## config.mk

```make
export PLATFORM = sky130hd
export DESIGN_NAME = iec_top
export DESIGN_NICKNAME = d
export VERILOG_FILES = /design/src/verilog/iec_pkg.sv /design/src/verilog/iec_top.sv
export SDC_FILE = /design/constraint.sdc
export NUM_CORES = 1
export LEC_CHECK = 0
export BUFFER_PORTS_ARGS = -buffer_cell sky130_fd_sc_hd__buf_2
export CAP_MARGIN = 20
export CORE_MARGIN = 4
export CORE_UTILIZATION = 55
export CTS_BUF_LIST = sky130_fd_sc_hd__clkbuf_4
export DETAILED_ROUTE_END_ITERATION = 8
export GPL_ROUTABILITY_DRIVEN = 0
export PLACE_DENSITY = 0.86
export SYNTH_ARGS = -nofsm -noshare
export SYNTH_HDL_FRONTEND = slang
export SYNTH_SLANG_ARGS = --single-unit
```

## constraint.sdc

```tcl
create_clock -name clk_i -period 29.4 [get_ports clk_i]
set_input_delay 2.94 -clock clk_i [delete_from_list [all_inputs] [get_ports clk_i]]
set_output_delay 2.94 -clock clk_i [all_outputs]
set_load 0.02 [all_outputs]
```

## src/verilog/iec_pkg.sv

```systemverilog
package iec_pkg;
	// ==================================================================
	// Register map (Wishbone byte addresses, one word apart)
	localparam logic [3:0] ADDR_MODE_CTRL = 4'h0;
	localparam logic [3:0] ADDR_CPU_PRIO  = 4'h4;
	localparam logic [3:0] ADDR_SRC_PRIO0 = 4'h8;
	localparam logic [3:0] ADDR_SRC_PRIO1 = 4'hC;

	localparam logic [7:0] MODE_CTRL_RST = 8'h00;
	localparam logic [7:0] CPU_PRIO_RST  = 8'h00;
	localparam logic [7:0] MODE_CTRL_WMASK = 8'h38;

	// Mode control field positions
	localparam int MODE_HI_BIT = 5;
	localparam int MODE_LO_BIT = 4;
	localparam int NMI_EDGE_BIT = 3;
	// CPU priority control field positions
	localparam int CPU_PE_BIT = 7;
	localparam int XFER_P_LSB = 4;
	localparam int AUTO_PS_BIT = 3;
	localparam int CPU_PL_LSB = 0;

	localparam logic [1:0] MODE0_CODE = 2'h0;
	localparam logic [1:0] MODE2_CODE = 2'h2;
	localparam logic [2:0] MASK_LEVEL_MAX = 3'h7;
	localparam logic [2:0] LEVEL_LOW = 3'h0;
	localparam logic [1:0] SENSE_LOW = 2'h0;
	localparam logic [1:0] SENSE_FALL = 2'h1;
	localparam logic [1:0] SENSE_RISE = 2'h2;
	localparam logic [1:0] SENSE_BOTH = 2'h3;

	// Vector numbers
	localparam logic [7:0] VEC_NMI      = 8'h07;
	localparam logic [7:0] VEC_TRAP0    = 8'h08;
	localparam logic [7:0] VEC_TRACE    = 8'h05;
	localparam logic [7:0] VEC_ILLEGAL  = 8'h04;
	localparam logic [7:0] VEC_SLOT_ILL = 8'h06;
	localparam logic [7:0] VEC_CPU_AERR = 8'h0C;
	localparam logic [7:0] VEC_DMA_AERR = 8'h0D;
	localparam logic [7:0] VEC_IRQ0     = 8'h40;

	typedef struct packed {
		logic [23:0] pc;
		logic [7:0]  condition_code_reg;
		logic [7:0]  extended_control_reg;
	} iec_ctx_t;

	typedef struct packed {
		logic       trap;
		logic [1:0] trap_num;
		logic       undef_op;
		logic       slot_multiword;
		logic       slot_pc_write;
		logic       trace;
		logic       cpu_addr_err;
		logic       dma_addr_err;
	} iec_cpu_evt_t;
endpackage

```

## src/verilog/iec_top.sv

```systemverilog
`timescale 1ns/10ps
module iec_top #(
	parameter int N_IRQ = 15,
	parameter int N_DMA = 4
) (
	input  wire logic                   clk_i,
	input  wire logic                   rst_i,
	input  wire logic                   wb_cyc_i,
	input  wire logic                   wb_stb_i,
	input  wire logic                   wb_we_i,
	input  wire logic [3:0]             wb_adr_i,
	input  wire logic [3:0]             wb_sel_i,
	input  wire logic [31:0]            wb_dat_i,
	output logic      [31:0]            wb_dat_o,
	output logic                        wb_ack_o,
	input  wire logic                   nmi_i,
	input  wire logic [N_IRQ-1:0]       external_request_pins_n_i,
	input  wire logic [N_IRQ-1:0]       irq_enable_i,
	input  wire logic [2*N_IRQ-1:0]     irq_sense_i,
	input  wire logic [N_IRQ-1:0]       irq_to_xfer_i,
	input  wire logic                   irq_clear_i,
	input  wire logic [4:0]             irq_clear_idx_i,
	input  wire iec_pkg::iec_cpu_evt_t  cpu_evt_i,
	input  wire iec_pkg::iec_ctx_t      cpu_ctx_i,
	input  wire logic [23:0]            stack_pointer_i,
	input  wire logic                   accept_ready_i,
	input  wire logic [3*N_DMA-1:0]     dma_chan_prio_i,
	output iec_pkg::iec_ctx_t           stack_push_o,
	output logic                        stack_push_valid_o,
	output logic [7:0]                  vector_num_o,
	output logic                        vector_valid_o,
	output logic [7:0]                  new_ccr_o,
	output logic [7:0]                  new_exr_o,
	output logic [N_IRQ-1:0]            xfer_trigger_o,
	output logic                        cpu_wins_xfer_o,
	output logic [N_DMA-1:0]            cpu_wins_dma_o,
	output logic [1:0]                  control_mode_o
);
	import iec_pkg::*;

	// Sixteen priority lanes and a five-bit clear index bound the source count
	if (N_IRQ < 1 || N_IRQ > 16) begin : g_bad_irq
		$error("N_IRQ out of range");
	end
	if (N_DMA < 1) begin : g_bad_dma
		$error("N_DMA out of range");
	end

	// ==================================================================
	// Registers
	logic [7:0]  mode_ctrl_reg;
	logic [7:0]  cpu_prio_reg;
	logic [63:0] src_prio_reg;
	logic        ack_reg;
	logic [31:0] rdata_reg;
	logic        wb_req;
	logic [1:0]  control_mode_sel;
	logic        mode2;
	logic [2:0]  auto_level;

	assign wb_req = wb_cyc_i && wb_stb_i && !ack_reg;
	assign control_mode_sel = {mode_ctrl_reg[MODE_HI_BIT], mode_ctrl_reg[MODE_LO_BIT]};
	assign mode2 = (control_mode_sel == MODE2_CODE);
	// Mode 0 CONDITION_CODE_REG mask bit 7 maps to full level, otherwise level 0
	assign auto_level = mode2 ? cpu_ctx_i.extended_control_reg[2:0] :
		(cpu_ctx_i.condition_code_reg[7] ? MASK_LEVEL_MAX : LEVEL_LOW);

	always_ff @(posedge clk_i) begin
		if (rst_i) begin
			mode_ctrl_reg <= MODE_CTRL_RST;
		end else if (wb_req && wb_we_i && wb_sel_i[0] && wb_adr_i == ADDR_MODE_CTRL) begin
			// Prohibited mode codes are stored as written; software must avoid them
			mode_ctrl_reg <= wb_dat_i[7:0] & MODE_CTRL_WMASK;
		end
	end

	always_ff @(posedge clk_i) begin
		if (rst_i) begin
			cpu_prio_reg <= CPU_PRIO_RST;
		end else begin
			if (wb_req && wb_we_i && wb_sel_i[0] && wb_adr_i == ADDR_CPU_PRIO)
				cpu_prio_reg[7:3] <= wb_dat_i[7:3];
			if (cpu_prio_reg[AUTO_PS_BIT])
				cpu_prio_reg[2:0] <= auto_level;
			else if (wb_req && wb_we_i && wb_sel_i[0] && wb_adr_i == ADDR_CPU_PRIO)
				cpu_prio_reg[2:0] <= wb_dat_i[2:0];
		end
	end

	// Source priority levels, one 4-bit lane per IRQ, reset to level 7
	always_ff @(posedge clk_i) begin
		if (rst_i) begin
			src_prio_reg <= {16{4'h7}};
		end else if (wb_req && wb_we_i) begin
			for (int b = 0; b < 4; b++) begin
				if (wb_sel_i[b] && wb_adr_i == ADDR_SRC_PRIO0)
					src_prio_reg[8*b +: 8] <= wb_dat_i[8*b +: 8] & 8'h77;
				if (wb_sel_i[b] && wb_adr_i == ADDR_SRC_PRIO1)
					src_prio_reg[32+8*b +: 8] <= wb_dat_i[8*b +: 8] & 8'h77;
			end
		end
	end

	always_ff @(posedge clk_i) begin
		if (rst_i) begin
			ack_reg   <= 1'b0;
			rdata_reg <= 32'h0000_0000;
		end else begin
			ack_reg <= wb_req;
			if (wb_req && !wb_we_i) begin
				case (wb_adr_i)
					ADDR_MODE_CTRL: rdata_reg <= {24'h000000, mode_ctrl_reg};
					ADDR_CPU_PRIO:  rdata_reg <= {24'h000000, cpu_prio_reg};
					ADDR_SRC_PRIO0: rdata_reg <= src_prio_reg[31:0];
					ADDR_SRC_PRIO1: rdata_reg <= src_prio_reg[63:32];
					default:        rdata_reg <= 32'h0000_0000;
				endcase
			end
		end
	end
	assign wb_ack_o = ack_reg;
	assign wb_dat_o = rdata_reg;

	// ==================================================================
	// Pin synchronisers and request detection
	logic [N_IRQ:0] pin_s1;
	logic [N_IRQ:0] pin_s2;
	logic [N_IRQ:0] pin_s3;
	logic [N_IRQ-1:0] irq_flag_reg;
	logic             nmi_flag_reg;
	logic             nmi_edge;

	always_ff @(posedge clk_i) begin
		if (rst_i) begin
			pin_s1 <= '1;
			pin_s2 <= '1;
			pin_s3 <= '1;
		end else begin
			pin_s1 <= {nmi_i, external_request_pins_n_i};
			pin_s2 <= pin_s1;
			pin_s3 <= pin_s2;
		end
	end

	assign nmi_edge = mode_ctrl_reg[NMI_EDGE_BIT] ? (pin_s2[N_IRQ] && !pin_s3[N_IRQ])
		: (!pin_s2[N_IRQ] && pin_s3[N_IRQ]);

	generate
		for (genvar i = 0; i < N_IRQ; i++) begin : g_sense
			logic fall;
			logic rise;
			logic hit;
			logic clr;
			assign fall = !pin_s2[i] && pin_s3[i];
			assign rise = pin_s2[i] && !pin_s3[i];
			always_comb begin
				case (irq_sense_i[2*i +: 2])
					SENSE_LOW:  hit = !pin_s2[i];
					SENSE_FALL: hit = fall;
					SENSE_RISE: hit = rise;
					SENSE_BOTH: hit = fall || rise;
					default:    hit = 1'b0;
				endcase
			end
			assign clr = irq_clear_i && irq_clear_idx_i == 5'(i);
			always_ff @(posedge clk_i) begin
				if (rst_i)
					irq_flag_reg[i] <= 1'b0;
				else if (hit)
					irq_flag_reg[i] <= 1'b1; // Set beats clear
				else if (clr)
					irq_flag_reg[i] <= 1'b0;
			end
			always_ff @(posedge clk_i) begin
				if (rst_i)
					xfer_trigger_o[i] <= 1'b0;
				else
					xfer_trigger_o[i] <= hit && irq_enable_i[i] && irq_to_xfer_i[i];
			end
		end
	endgenerate

	// ==================================================================
	// Exception selection
	typedef enum logic [1:0] { IEC_IDLE, IEC_PUSH, IEC_VECTOR } iec_state_t;
	iec_state_t state_reg;
	logic       fixed_req;
	logic [7:0] fixed_vec;
	logic       mask_req;
	logic [7:0] mask_vec;
	logic [2:0] best_lvl;
	logic       is_trap;
	logic       is_illegal;

	always_comb begin
		fixed_req  = 1'b1;
		fixed_vec  = VEC_NMI;
		is_trap    = 1'b0;
		is_illegal = 1'b0;
		// Fixed-priority sources bypass every mask
		if (nmi_flag_reg || nmi_edge)
			fixed_vec = VEC_NMI;
		else if (cpu_evt_i.cpu_addr_err || stack_pointer_i[0])
			fixed_vec = VEC_CPU_AERR;
		else if (cpu_evt_i.dma_addr_err)
			fixed_vec = VEC_DMA_AERR;
		else if (cpu_evt_i.trap) begin
			fixed_vec = VEC_TRAP0 + {6'h00, cpu_evt_i.trap_num};
			is_trap = 1'b1;
		end else if (cpu_evt_i.undef_op) begin
			fixed_vec  = VEC_ILLEGAL;
			is_illegal = 1'b1;
		end else if (cpu_evt_i.slot_multiword || cpu_evt_i.slot_pc_write) begin
			fixed_vec  = VEC_SLOT_ILL;
			is_illegal = 1'b1;
		end else if (cpu_evt_i.trace && mode2)
			fixed_vec = VEC_TRACE;
		else
			fixed_req = 1'b0;
	end

	always_comb begin
		mask_req = 1'b0;
		mask_vec = VEC_IRQ0;
		best_lvl = LEVEL_LOW;
		// Lowest index wins among equal levels
		for (int i = N_IRQ - 1; i >= 0; i--) begin
			if (irq_flag_reg[i] && irq_enable_i[i] && !irq_to_xfer_i[i]) begin
				if (mode2 ? (src_prio_reg[4*i +: 3] > cpu_ctx_i.extended_control_reg[2:0])
					: !cpu_ctx_i.condition_code_reg[7]) begin
					if (!mask_req || src_prio_reg[4*i +: 3] >= best_lvl) begin
						mask_req = 1'b1;
						best_lvl = src_prio_reg[4*i +: 3];
						mask_vec = VEC_IRQ0 + 8'(i);
					end
				end
			end
		end
	end

	always_ff @(posedge clk_i) begin
		if (rst_i)
			nmi_flag_reg <= 1'b0;
		// A taken edge is consumed at once; a new edge while one waits stays pending
		else if (nmi_edge && nmi_flag_reg)
			nmi_flag_reg <= 1'b1;
		else if (state_reg == IEC_IDLE && accept_ready_i && fixed_req && fixed_vec == VEC_NMI)
			nmi_flag_reg <= 1'b0;
		else if (nmi_edge)
			nmi_flag_reg <= 1'b1;
	end

	// ==================================================================
	// Entry sequence: push context, then vector with updated masks
	logic [7:0] ccr_calc;
	logic [7:0] exr_calc;
	logic       take;

	assign take = state_reg == IEC_IDLE && accept_ready_i && (fixed_req || mask_req);

	always_ff @(posedge clk_i) begin
		if (rst_i) begin
			state_reg          <= IEC_IDLE;
			stack_push_o       <= '0;
			stack_push_valid_o <= 1'b0;
			vector_valid_o     <= 1'b0;
			vector_num_o       <= 8'h00;
			ccr_calc           <= 8'h00;
			exr_calc           <= 8'h00;
		end else begin
			stack_push_valid_o <= 1'b0;
			vector_valid_o     <= 1'b0;
			case (state_reg)
				IEC_IDLE: begin
					if (take) begin
						stack_push_o       <= cpu_ctx_i;
						stack_push_valid_o <= 1'b1;
						vector_num_o       <= fixed_req ? fixed_vec : mask_vec;
						ccr_calc           <= cpu_ctx_i.condition_code_reg | 8'h80;
						exr_calc           <= cpu_ctx_i.extended_control_reg;
						if (mode2) begin
							exr_calc[7] <= 1'b0;
							if (fixed_req && !is_illegal)
								exr_calc[2:0] <= is_trap ? MASK_LEVEL_MAX : MASK_LEVEL_MAX;
							else if (!fixed_req)
								exr_calc[2:0] <= best_lvl;
						end
						state_reg <= IEC_PUSH;
					end
				end
				IEC_PUSH: begin
					vector_valid_o <= 1'b1;
					state_reg      <= IEC_VECTOR;
				end
				IEC_VECTOR: state_reg <= IEC_IDLE;
				default:    state_reg <= IEC_IDLE;
			endcase
		end
	end
	assign new_ccr_o = ccr_calc;
	assign new_exr_o = exr_calc;

	// ==================================================================
	// CPU versus transfer controller arbitration
	logic [2:0] cpu_lvl;
	assign cpu_lvl = cpu_prio_reg[CPU_PL_LSB +: 3];

	always_ff @(posedge clk_i) begin
		if (rst_i) begin
			cpu_wins_xfer_o <= 1'b0;
			cpu_wins_dma_o  <= '0;
			control_mode_o  <= MODE0_CODE;
		end else begin
			control_mode_o  <= control_mode_sel;
			// Ties go to the transfer side so the CPU never starves it
			cpu_wins_xfer_o <= cpu_prio_reg[CPU_PE_BIT] &&
				(cpu_lvl > cpu_prio_reg[XFER_P_LSB +: 3]);
			for (int c = 0; c < N_DMA; c++)
				cpu_wins_dma_o[c] <= cpu_prio_reg[CPU_PE_BIT] &&
					(cpu_lvl > dma_chan_prio_i[3*c +: 3]);
		end
	end

	// ==================================================================
	// Checks
	a_entry_vector_follows: assert property (@(posedge clk_i) disable iff (rst_i)
		stack_push_valid_o |=> vector_valid_o) else $error("vector not after push");
	a_mask_set_entry: assert property (@(posedge clk_i) disable iff (rst_i)
		vector_valid_o |-> new_ccr_o[7]) else $error("mask bit not set");
	a_trap_vector_pick: assert property (@(posedge clk_i) disable iff (rst_i)
		(take && fixed_req && is_trap) |=>
		vector_num_o == VEC_TRAP0 + {6'h00, $past(cpu_evt_i.trap_num)})
		else $error("trap vector wrong");
	a_trap_always_taken: assert property (@(posedge clk_i) disable iff (rst_i)
		(state_reg == IEC_IDLE && accept_ready_i && cpu_evt_i.trap) |=> stack_push_valid_o)
		else $error("trap not taken");
	a_trace_clear_m2: assert property (@(posedge clk_i) disable iff (rst_i)
		(take && mode2) |=> !exr_calc[7]) else $error("trace not cleared");
	a_reserved_zero: assert property (@(posedge clk_i) disable iff (rst_i)
		(mode_ctrl_reg & ~MODE_CTRL_WMASK) == 8'h00) else $error("reserved bits set");
	a_auto_level_track: assert property (@(posedge clk_i) disable iff (rst_i)
		$past(cpu_prio_reg[AUTO_PS_BIT]) |-> cpu_lvl == $past(auto_level))
		else $error("auto level stale");
	a_cpu_lowest_off: assert property (@(posedge clk_i) disable iff (rst_i)
		!$past(cpu_prio_reg[CPU_PE_BIT]) |-> !cpu_wins_xfer_o && cpu_wins_dma_o == '0)
		else $error("cpu won while disabled");
	a_ack_one_cycle: assert property (@(posedge clk_i) disable iff (rst_i)
		wb_ack_o |=> !wb_ack_o) else $error("ack held");
endmodule

```

**Yosys cells after proc, flatten, opt, wreduce, memory -nomap -nowiden**

Cells that the tools add are included.

- Logic and storage cells: 668
- Input bits: 213
- Register bits: 246
- Output and inout bits: 121

- Equal/unequal tests: 66
- $lt $le $gt $ge: 34
- Muxes and demuxes: 230
- Reduce and logical (&&, ||, !) cells: 277
- Bitwise gates (word level): 1
- Add/sub/neg operators: 1

Operators by type and width:

| kind | count |
|---|---|
| $mux 8 | 43 |
| $mux 3 | 51 |
| $logic_and 1x1->1 | 134 |
| $pmux 31 s4 | 1 |
| $mux 1 | 109 |
| $logic_not 1->1 | 65 |
| $eq 2x2->1 const B | 31 |
| $gt 3x3->1 | 20 |
| $pmux 1 s4 | 15 |
| $ge 3x3->1 | 14 |
| $eq 5x4->1 const B | 7 |
| $logic_or 1x1->1 | 33 |
| $eq 2x1->1 const B | 16 |
| $logic_not 2->1 | 16 |
| $reduce_bool 2->1 | 16 |
| $eq 5x3->1 const B | 4 |
| $mux 5 | 4 |
| $reduce_and 2->1 | 9 |
| $eq 5x2->1 const B | 2 |
| $eq 4x4->1 const B | 2 |
| $eq 8x3->1 const B | 1 |
| $mux 2 | 4 |
| $mux 4 | 2 |
| $add 4x2->5 const A | 1 |
| 9 further kinds | 9 |

**Depth between registers and ports, before layout**

Gate-level depths: netlist (run 1).

- Word-level depth: 78
- Mapped depth: 110
- Mapped depth without buffers: 107

**Worst setup path before layout (run 1)**

Ideal clock, no wire load.

- Path kind: input port to flip-flop
- Start: input port cpu_ctx_i[2] (netlist bit)
- End: register exr_calc[2], in the netlist new_exr_o[2]
- Library setup time: 124 ps
- Cell stages on the path: 107
- Arrival time: 22940 ps
- Path slack: 6336 ps
- Data required time: 29276 ps
- Path buffers: 3
- Cell sequence: inv_1 ha_1 a21oi_1 a21oi_1 a21o_4 and3_1 ha_1 nand2b_1 a21o_1 a21oi_1 o311a_1 a22o_1 ha_1 nand2b_1 a21o_1 a221oi_2 or2_1 buf_2 [71 not listed] a221o_1 a31oi_4 mux2_2 ha_1 nand2b_1 a21o_1 a21oi_1 a21boi_1 mux2_2 ha_1 nand2b_1 a21oi_1 nor2b_1 o31ai_1 nand2b_1 nor3_1 o2bb2ai_1 nor2_1

- Word-level cells in the longest chain between the ends: 77
- Elaborated cells on any way between the ends: 166
- Classes of those cells: order compare: 29; mux: 106; reduce/logical: 31

Ends and longest elaborated chain:

| item | line | source |
|---|---|---|
| from (decl) | iec_top.sv:24 | `input wire iec_pkg::iec_ctx_t cpu_ctx_i,` |
| $gt 3x3->1 | iec_top.sv:229 | `if (mode2 ? (src_prio_reg[4*i +: 3] > cpu_ctx_i.extended_control_reg[2:0])` |
| $mux 1 | iec_top.sv:229 |  |
| $mux 3 / $mux 1 (equally long branches) | iec_top.sv:229 |  |
| $mux 3 / $mux 1 (equally long branches) | iec_top.sv:228 | `if (irq_flag_reg[i] && irq_enable_i[i] && !irq_to_xfer_i[i]) begin` |
| $ge 3x3->1 / $logic_not 1->1 (equally long branches) | iec_top.sv:231 | `if (!mask_req \|\| src_prio_reg[4*i +: 3] >= best_lvl) begin` |
| $logic_or 1x1->1 | iec_top.sv:231 |  |
| $mux 3 / $mux 1 (equally long branches) | iec_top.sv:231 |  |
| $mux 3 / $mux 1 (equally long branches) | iec_top.sv:229 |  |
| [61 not listed] | - |  |
| $ge 3x3->1 / $logic_not 1->1 (equally long branches) | iec_top.sv:231 |  |
| $logic_or 1x1->1 | iec_top.sv:231 |  |
| $mux 3 / $mux 1 (equally long branches) | iec_top.sv:231 |  |
| $mux 3 / $mux 1 (equally long branches) | iec_top.sv:229 |  |
| $mux 3 / $mux 1 (equally long branches) | iec_top.sv:228 |  |
| $mux 3 / $logic_or 1x1->1 (equally long branches) | iec_top.sv:285, iec_top.sv:259 |  |
| $mux 3 / $logic_and 1x1->1 (equally long branches) | iec_top.sv:283, iec_top.sv:259 |  |
| $mux 3 / $reduce_and 2->1 (equally long branches) | - |  |
| to (signal assigned) | iec_top.sv:280 | `exr_calc <= cpu_ctx_i.extended_control_reg;` |
| to (signal assigned) | iec_top.sv:284 | `exr_calc[2:0] <= is_trap ? MASK_LEVEL_MAX : MASK_LEVEL_MAX;` |
| to (signal assigned) | iec_top.sv:286 | `exr_calc[2:0] <= best_lvl;` |
| to (decl) | iec_top.sv:256 | `logic [7:0] exr_calc;` |

Parallel ways exist; a longest one is shown, timed or not.
A chain may end at the register's enable or synchronous reset.

**Worst setup path after layout (run 1)**

- Start: input port cpu_ctx_i[0] (netlist bit)
- End: register exr_calc[2], in the netlist new_exr_o[2]

Same word-level chain as after synthesis.

==> results of run 1 <==
metal layers:
metal	wire [um]	vias up
met5	11	-
met1	14910	5898
met4	1493	2
met3	3865	107
met2	17760	680
li1	-	6134
power groups by stage:
stage	Combinational [mW]	Sequential, mW	Clock, mW
floorplan	0.0664	0.333	0
global placement	0.105	0.327	0
detailed placement	0.109	0.328	0
CTS	0.110	0.321	0.268
global route	0.124	0.322	0.284
finish	0.112	0.321	0.262
cell usage in the layout, fill, tap and decap left out, types with 18 or more instances in the layout:
cell and instances:
buf_2 294, dfxtp_1 226, nand2_1 214, a21oi_1 172, nor2_1 151, ha_1 129
nand3_1 113, inv_1 85, clkbuf_4 80, o21ai_0 41, or2_2 37, nor3_1 36
nand2b_1 31, a22oi_1 27, mux2i_1 22, a21o_1 21, clkinv_1 19, a211oi_1 18
cell families (layout without fill, tap and decap cells):
kind of cell               after synthesis  in the layout  synth area share [%]
other                                    1             12               0.02965
muxes                                   37             37                 3.136
buffers and inverters                  176            495                 6.124
AOI/OAI and AO/OA                      371            371                 18.63
and+or+nand+nor                        647            647                 23.55
adders and majority gates              129            129                 12.76
DFF                                    226            226                 35.77
how the worst max path moves through the flow:
stage,end,slack [ns]
after floorplan,new_exr_o[2],6.34
after global placement,new_exr_o[0],4.42
after detailed placement,new_exr_o[2],3.97
after CTS,new_exr_o[2],4.62
after global routing,new_exr_o[2],2.73
final,new_exr_o[2],4.17
cell type report:
| class | instances | area, um^2 | share of cell area (%) |
|---|---|---|---|
| Multi-Input combinational cell | 1193 | 7388 | 49.66 |
| Clock inverter | 24 | 123.9 | 0.8326 |
| Timing Repair Buffer | 305 | 1554 | 10.44 |
| Clock buffer | 80 | 600.6 | 4.037 |
| Inverter | 86 | 322.8 | 2.170 |
| Tap cell | 285 | 356.6 | 2.397 |
| Antenna cell | 3 | 7.507 | 0.05046 |
| Sequential cell | 226 | 4524 | 30.41 |
critical path, delay by kind of cell:
kind	cells	cell delay, ns
compound gates	46	10.82
simple gates	30	4.40
fa+ha+maj	15	3.97
mux	8	3.05
buf+inv	3	0.60
==> summary.txt, run 1 <==
Yosys
  • Synth warnings: 0
  • EDFF count, synth: 0
  • Distinct cells, synth: 72
  • Synthesized instance count: 1587
  • Largest area contributor in the netlist: dfxtp_1
  • Largest cells by area after synthesis: dfxtp_1 (36%), ha_1 (13%), a21oi_1 (6.8%), nand2_1 (6.4%), nor2_1 (4.5%)
  • Cell with the most instances after synthesis: dfxtp_1
  • Top cell type's share of synthesized area: 35.77%
  • #FFs+latches synth: 226
  • Mapped Area: 12650 um^2
  • Synth Area per Inst: 7.969 um^2
  • Post-synth ARST share: 0%
  • Synth top cells by count: dfxtp_1 (226), nand2_1 (214), a21oi_1 (172), nor2_1 (152), ha_1 (129)
  • Sequential area share after synthesis: 35.77%
  • Synth Flop Type: dfxtp_1

Power
  • Tot Pwr: 694.9 uW
  • Combinational Power Share: 16.1%
  • Switch Pwr: 199.3 uW
  • Part of the power in registers: 46.2%
  • Internal Pwr Total: 495.5 uW
  • Switching Fraction: 28.69%
  • Power per standard cell area: 46.71 nW/um^2
  • P_leak: 7.431 nW
  • Clk network pwr share: 37.7%
  • Peak supply drop: 29.40 uV

Floorplan
  • Chip Width: 159.6 um
  • CORE AREA: 22640 um^2
  • IO Pins: 334
  • Rows: 55
  • Initial Util: 55.86%
  • Die Footprint: 25480 um^2
  • Die extent in y: 159.6 um

STA
  • Period utilisation layout: 85.82%
  • Slew headroom: 33.38%
  • RSZ-0062 raised after global routing: no
  • Achievable Freq: 39.63 MHz
  • Clock Skews: 0.03533 ns
  • Final Hold Viols: 0
  • Slew at the pin with the worst max-slew slack: 0.9993 ns
  • Min cycle time layout: 25.23 ns
  • Fin Hold WS: 0.4027 ns
  • Pins Over Slew Limit: 0
  • Final WS setup: 4.168 ns
  • Final setup viols: 0
  • Final setup TNS: 0 ns

Clock tree
  • Hold bufs inserted after CTS: 0
  • Post-CTS Resized: 0
  • Clock Tree Buf Depth: 3
  • H-tree levels: 2
  • CTS sink count: 226
  • Post-CTS setup repair buffer count: 0
  • CTS Buf Count: 56
  • Clk_lat worst skew: 0.70 ns
  • CTS tree: done
  • Clk slew on worst S/H paths: 0.07 ns
  • Root buffer cell: clkbuf_4

Routing
  • Drt drc: 0
  • Routed vias/inst: 5.822
  • 1st-pass router iterations: 9
  • DRT iter0 DRCs: 923
  • Final WL: 38.04 mm
  • Routed Antenna Nets: 0
  • Routed WL per cell: 17.27 um
  • Via count: 12820

GRT
  • Met1 global-route usage: 34.56%
  • Total gr overflow: 0
  • Met3 Usage GRT: 7.845%
  • Grt peak-use layer: met2
  • Initial antenna violation count: 4
  • M2 GR Usage: 46.90%
  • Gr usage total: 28.51%
  • Largest net degree at the start of global routing: 105
  • Vias in the first global route: 12370
  • First-pass GRT wire length: 61.07 mm

Cells and area
  • Share of cells above drive strength 1: 24.03%
  • FILL cells: 1885
  • Core Util, Final: 65.71%
  • P&R area growth vs syn: 17.64%
  • Final Instance Area: 14880 um^2
  • Final cell count without fillers: 2202
  • Final nets: 2210
  • Max reg flops: 48

Setup path
  • CP Launch Type: input pin
  • Req. time, crit path: 29.97 ns
  • Flop2flop setup slack: 6.08 ns
  • Critical path's largest stage delay: 0.69 ns
  • Reg2reg start: mode_ctrl_reg[5]
  • Setup CP Type: in -> reg
  • RR Endpoint: new_exr_o[2]
  • Crit path from: cpu_ctx_i[0]
  • Crit Path Max Fanout: 19
  • Most common cell type on the critical path: ha_1
  • Crit path arrival time: 25.80 ns
  • Crit path max-delay cell type: o31ai_1
  • R2R cell count: 100
  • CP Capture Type: flip-flop

Job
  • Max Cap Violations: 0

Placement
  • I/O Buffers: 295
  • DP Wirelength: 28.46 mm
  • DP Area: 14150 um^2
  • Post-placement cell count: 2095
  • Dpl ws: 3.971 ns

Min path
  • Worst hold path stage count: 1
  • Hold Startpoint: pin_s1[13]
  • Hold crit path type: reg -> reg
  • Hold path endpoint: pin_s2[13]

Outcome
  • Outcome: finished, final reports clean
Power figures use the tool's default switching activity.
==> inputs of run 2 (changes only) <==
- CORE_UTILIZATION: 55 -> 59
- PLACE_DENSITY: 0.86 -> 0.91
- clock period: 29.4 -> 30.6 ns (I/O delays scaled with it)
==> run 2 against run 1 <==
Against the previous run: routed wire length fell by 0.63%; clock power is essentially flat; die area decreased by 6.4%; combinational power is 4% lower; via count is 0.10% higher; final cell count decreased by 0.45%; critical endpoint is now new_exr_o[0]; largest power group unchanged; highest routed layer unchanged.
==> summary.txt, run 2 (same netlist as run 1, synthesis figures left out) <==
Floorplan
  • Rows: 53
  • Die extent in y: 154.4 um
  • Die Footprint: 23840 um^2
  • CORE AREA: 21020 um^2
  • Initial Util: 60.16%
  • Chip Width: 154.4 um
  • IO Pins: 334

Clock tree
  • H-tree levels: 2
  • Post-CTS Resized: 0
  • CTS tree: done
  • Clk_lat worst skew: 0.69 ns
  • CTS Buf Count: 57
  • Root buffer cell: clkbuf_4
  • Clock Tree Buf Depth: 3
  • Post-CTS setup repair buffer count: 0
  • Hold bufs inserted after CTS: 0
  • Clk slew on worst S/H paths: 0.07 ns
  • CTS sink count: 226

Power
  • P_leak: 7.457 nW
  • Peak supply drop: 31.28 uV
  • Power per standard cell area: 45.65 nW/um^2

Setup path
  • RR Endpoint: new_exr_o[0]
  • Flop2flop setup slack: 6.96 ns
  • CP Launch Type: input pin
  • Req. time, crit path: 31.15 ns
  • Setup CP Type: in -> reg
  • Crit path from: cpu_ctx_i[2]
  • WP buf/inv: 5
  • CP Capture Type: flip-flop
  • R2R cell count: 100
  • Crit path arrival time: 26.18 ns
  • Crit Path Max Fanout: 16
  • Reg2reg start: mode_ctrl_reg[5]
  • Crit path max-delay cell type: o31ai_1
  • Critical path's largest stage delay: 0.72 ns
  • Most common cell type on the critical path: ha_1
  • Delay-heaviest family, CP: compound AO/OA/AOI/OAI gates

GRT
  • Total gr overflow: 0
  • Gr usage total: 29.75%
  • First-pass GRT wire length: 59.13 mm
  • Largest net degree at the start of global routing: 61
  • Vias in the first global route: 12210
  • Initial antenna violation count: 2

STA
  • Period utilisation layout: 83.74%
  • Pins Over Slew Limit: 0
  • Final setup viols: 0
  • Final Hold Viols: 0
  • Slew headroom: 37.52%
  • Final setup TNS: 0 ns
  • Min cycle time layout: 25.62 ns
  • Achievable Freq: 39.03 MHz
  • Clock Skews: 0.03332 ns
  • RSZ-0062 raised after global routing: no
  • Slew at the pin with the worst max-slew slack: 0.9372 ns

Placement
  • I/O Buffers: 295
  • DP Wirelength: 28.12 mm

Routing
  • Final WL: 37.80 mm
  • Routed WL per cell: 17.24 um
  • Routed Antenna Nets: 0
  • Routed vias/inst: 5.855
  • 1st-pass router iterations: 8
  • Via count: 12830
  • Drt drc: 0
  • DRT iter0 DRCs: 1231

Cells and area
  • P&R area growth vs syn: 17.87%
  • Share of cells above drive strength 1: 24.27%
  • Core Util, Final: 70.91%
  • Commonest cells after routing, fill and taps aside: buf_2 (294), dfxtp_1 (226), nand2_1 (214)
  • Final nets: 2212
  • Max reg flops: 48
  • Commonest non-fill, non-tap cell in the layout: buf_2

Min path
  • Hold path endpoint: pin_s2[10]
  • Worst hold path stage count: 1
  • Hold Startpoint: pin_s1[10]
  • Hold crit path type: reg -> reg

Outcome
  • Outcome: finished, final reports clean

Job
  • Max Cap Violations: 0
run 2: per-layer routing:
metal	global-route usage [%]	up-vias	share of wire, %
li1	-	6125	-
met1	36.58	5890	39
met2	50.40	689	47
met3	6.939	128	10
met4	11.98	2	3.8
met5	0	-	0.037
run 2: worst register-to-register path, delay by kind of cell, from the launching register on:
| family | cells | cell delay, ns |
|---|---|---|
| simple gates | 31 | 5.32 |
| fa+ha+maj | 14 | 3.69 |
| compound gates | 45 | 10.78 |
| mux | 8 | 3.09 |
| flops | 1 | 0.48 |
| buf+inv | 2 | 0.16 |
run 2: power by group:
part	internal [mW]	switching, mW
registers	0.304	0.00504
logic	0.0426	0.0645
clock network	0.141	0.124
run 2: through the flow:
stage          area (um^2)  cells  worst slack, ns  hold slack (ns)  total power [mW]
6_report             14910   2192            4.975           0.4035            0.6804
3_5_place_dp         14140   2086            5.027           0.3933            0.4199
4_1_cts              14900   2191            5.565           0.4061            0.6833
3_3_place_gp         14140   2086            5.489           0.3916            0.4154
5_1_grt              14910   2192            3.695           0.4104            0.7118
2_1_floorplan        12680   1595            7.416           0.3895            0.3841
run 2: worst max-delay path by stage:
| stage | end | slack (ns) | cells after the start |
|---|---|---|---|
| floorplan | new_exr_o[2] | 7.42 | 107 |
| global placement | new_exr_o[0] | 5.49 | 106 |
| detailed placement | new_exr_o[0] | 5.03 | 104 |
| CTS | new_exr_o[0] | 5.56 | 104 |
| global route | new_exr_o[2] | 3.70 | 104 |
| finish | new_exr_o[0] | 4.98 | 104 |
run 2: cell type report:
cell class | instances | area (um^2)
Timing Repair Buffer | 306 | 1562
Tap cell | 275 | 344.1
Clock buffer | 82 | 615.6
Sequential cell | 226 | 4524
Fill cell | 1582 | 6115
Inverter | 86 | 322.8
Clock inverter | 23 | 147.6
Multi-Input combinational cell | 1193 | 7388
Antenna cell | 1 | 2.502
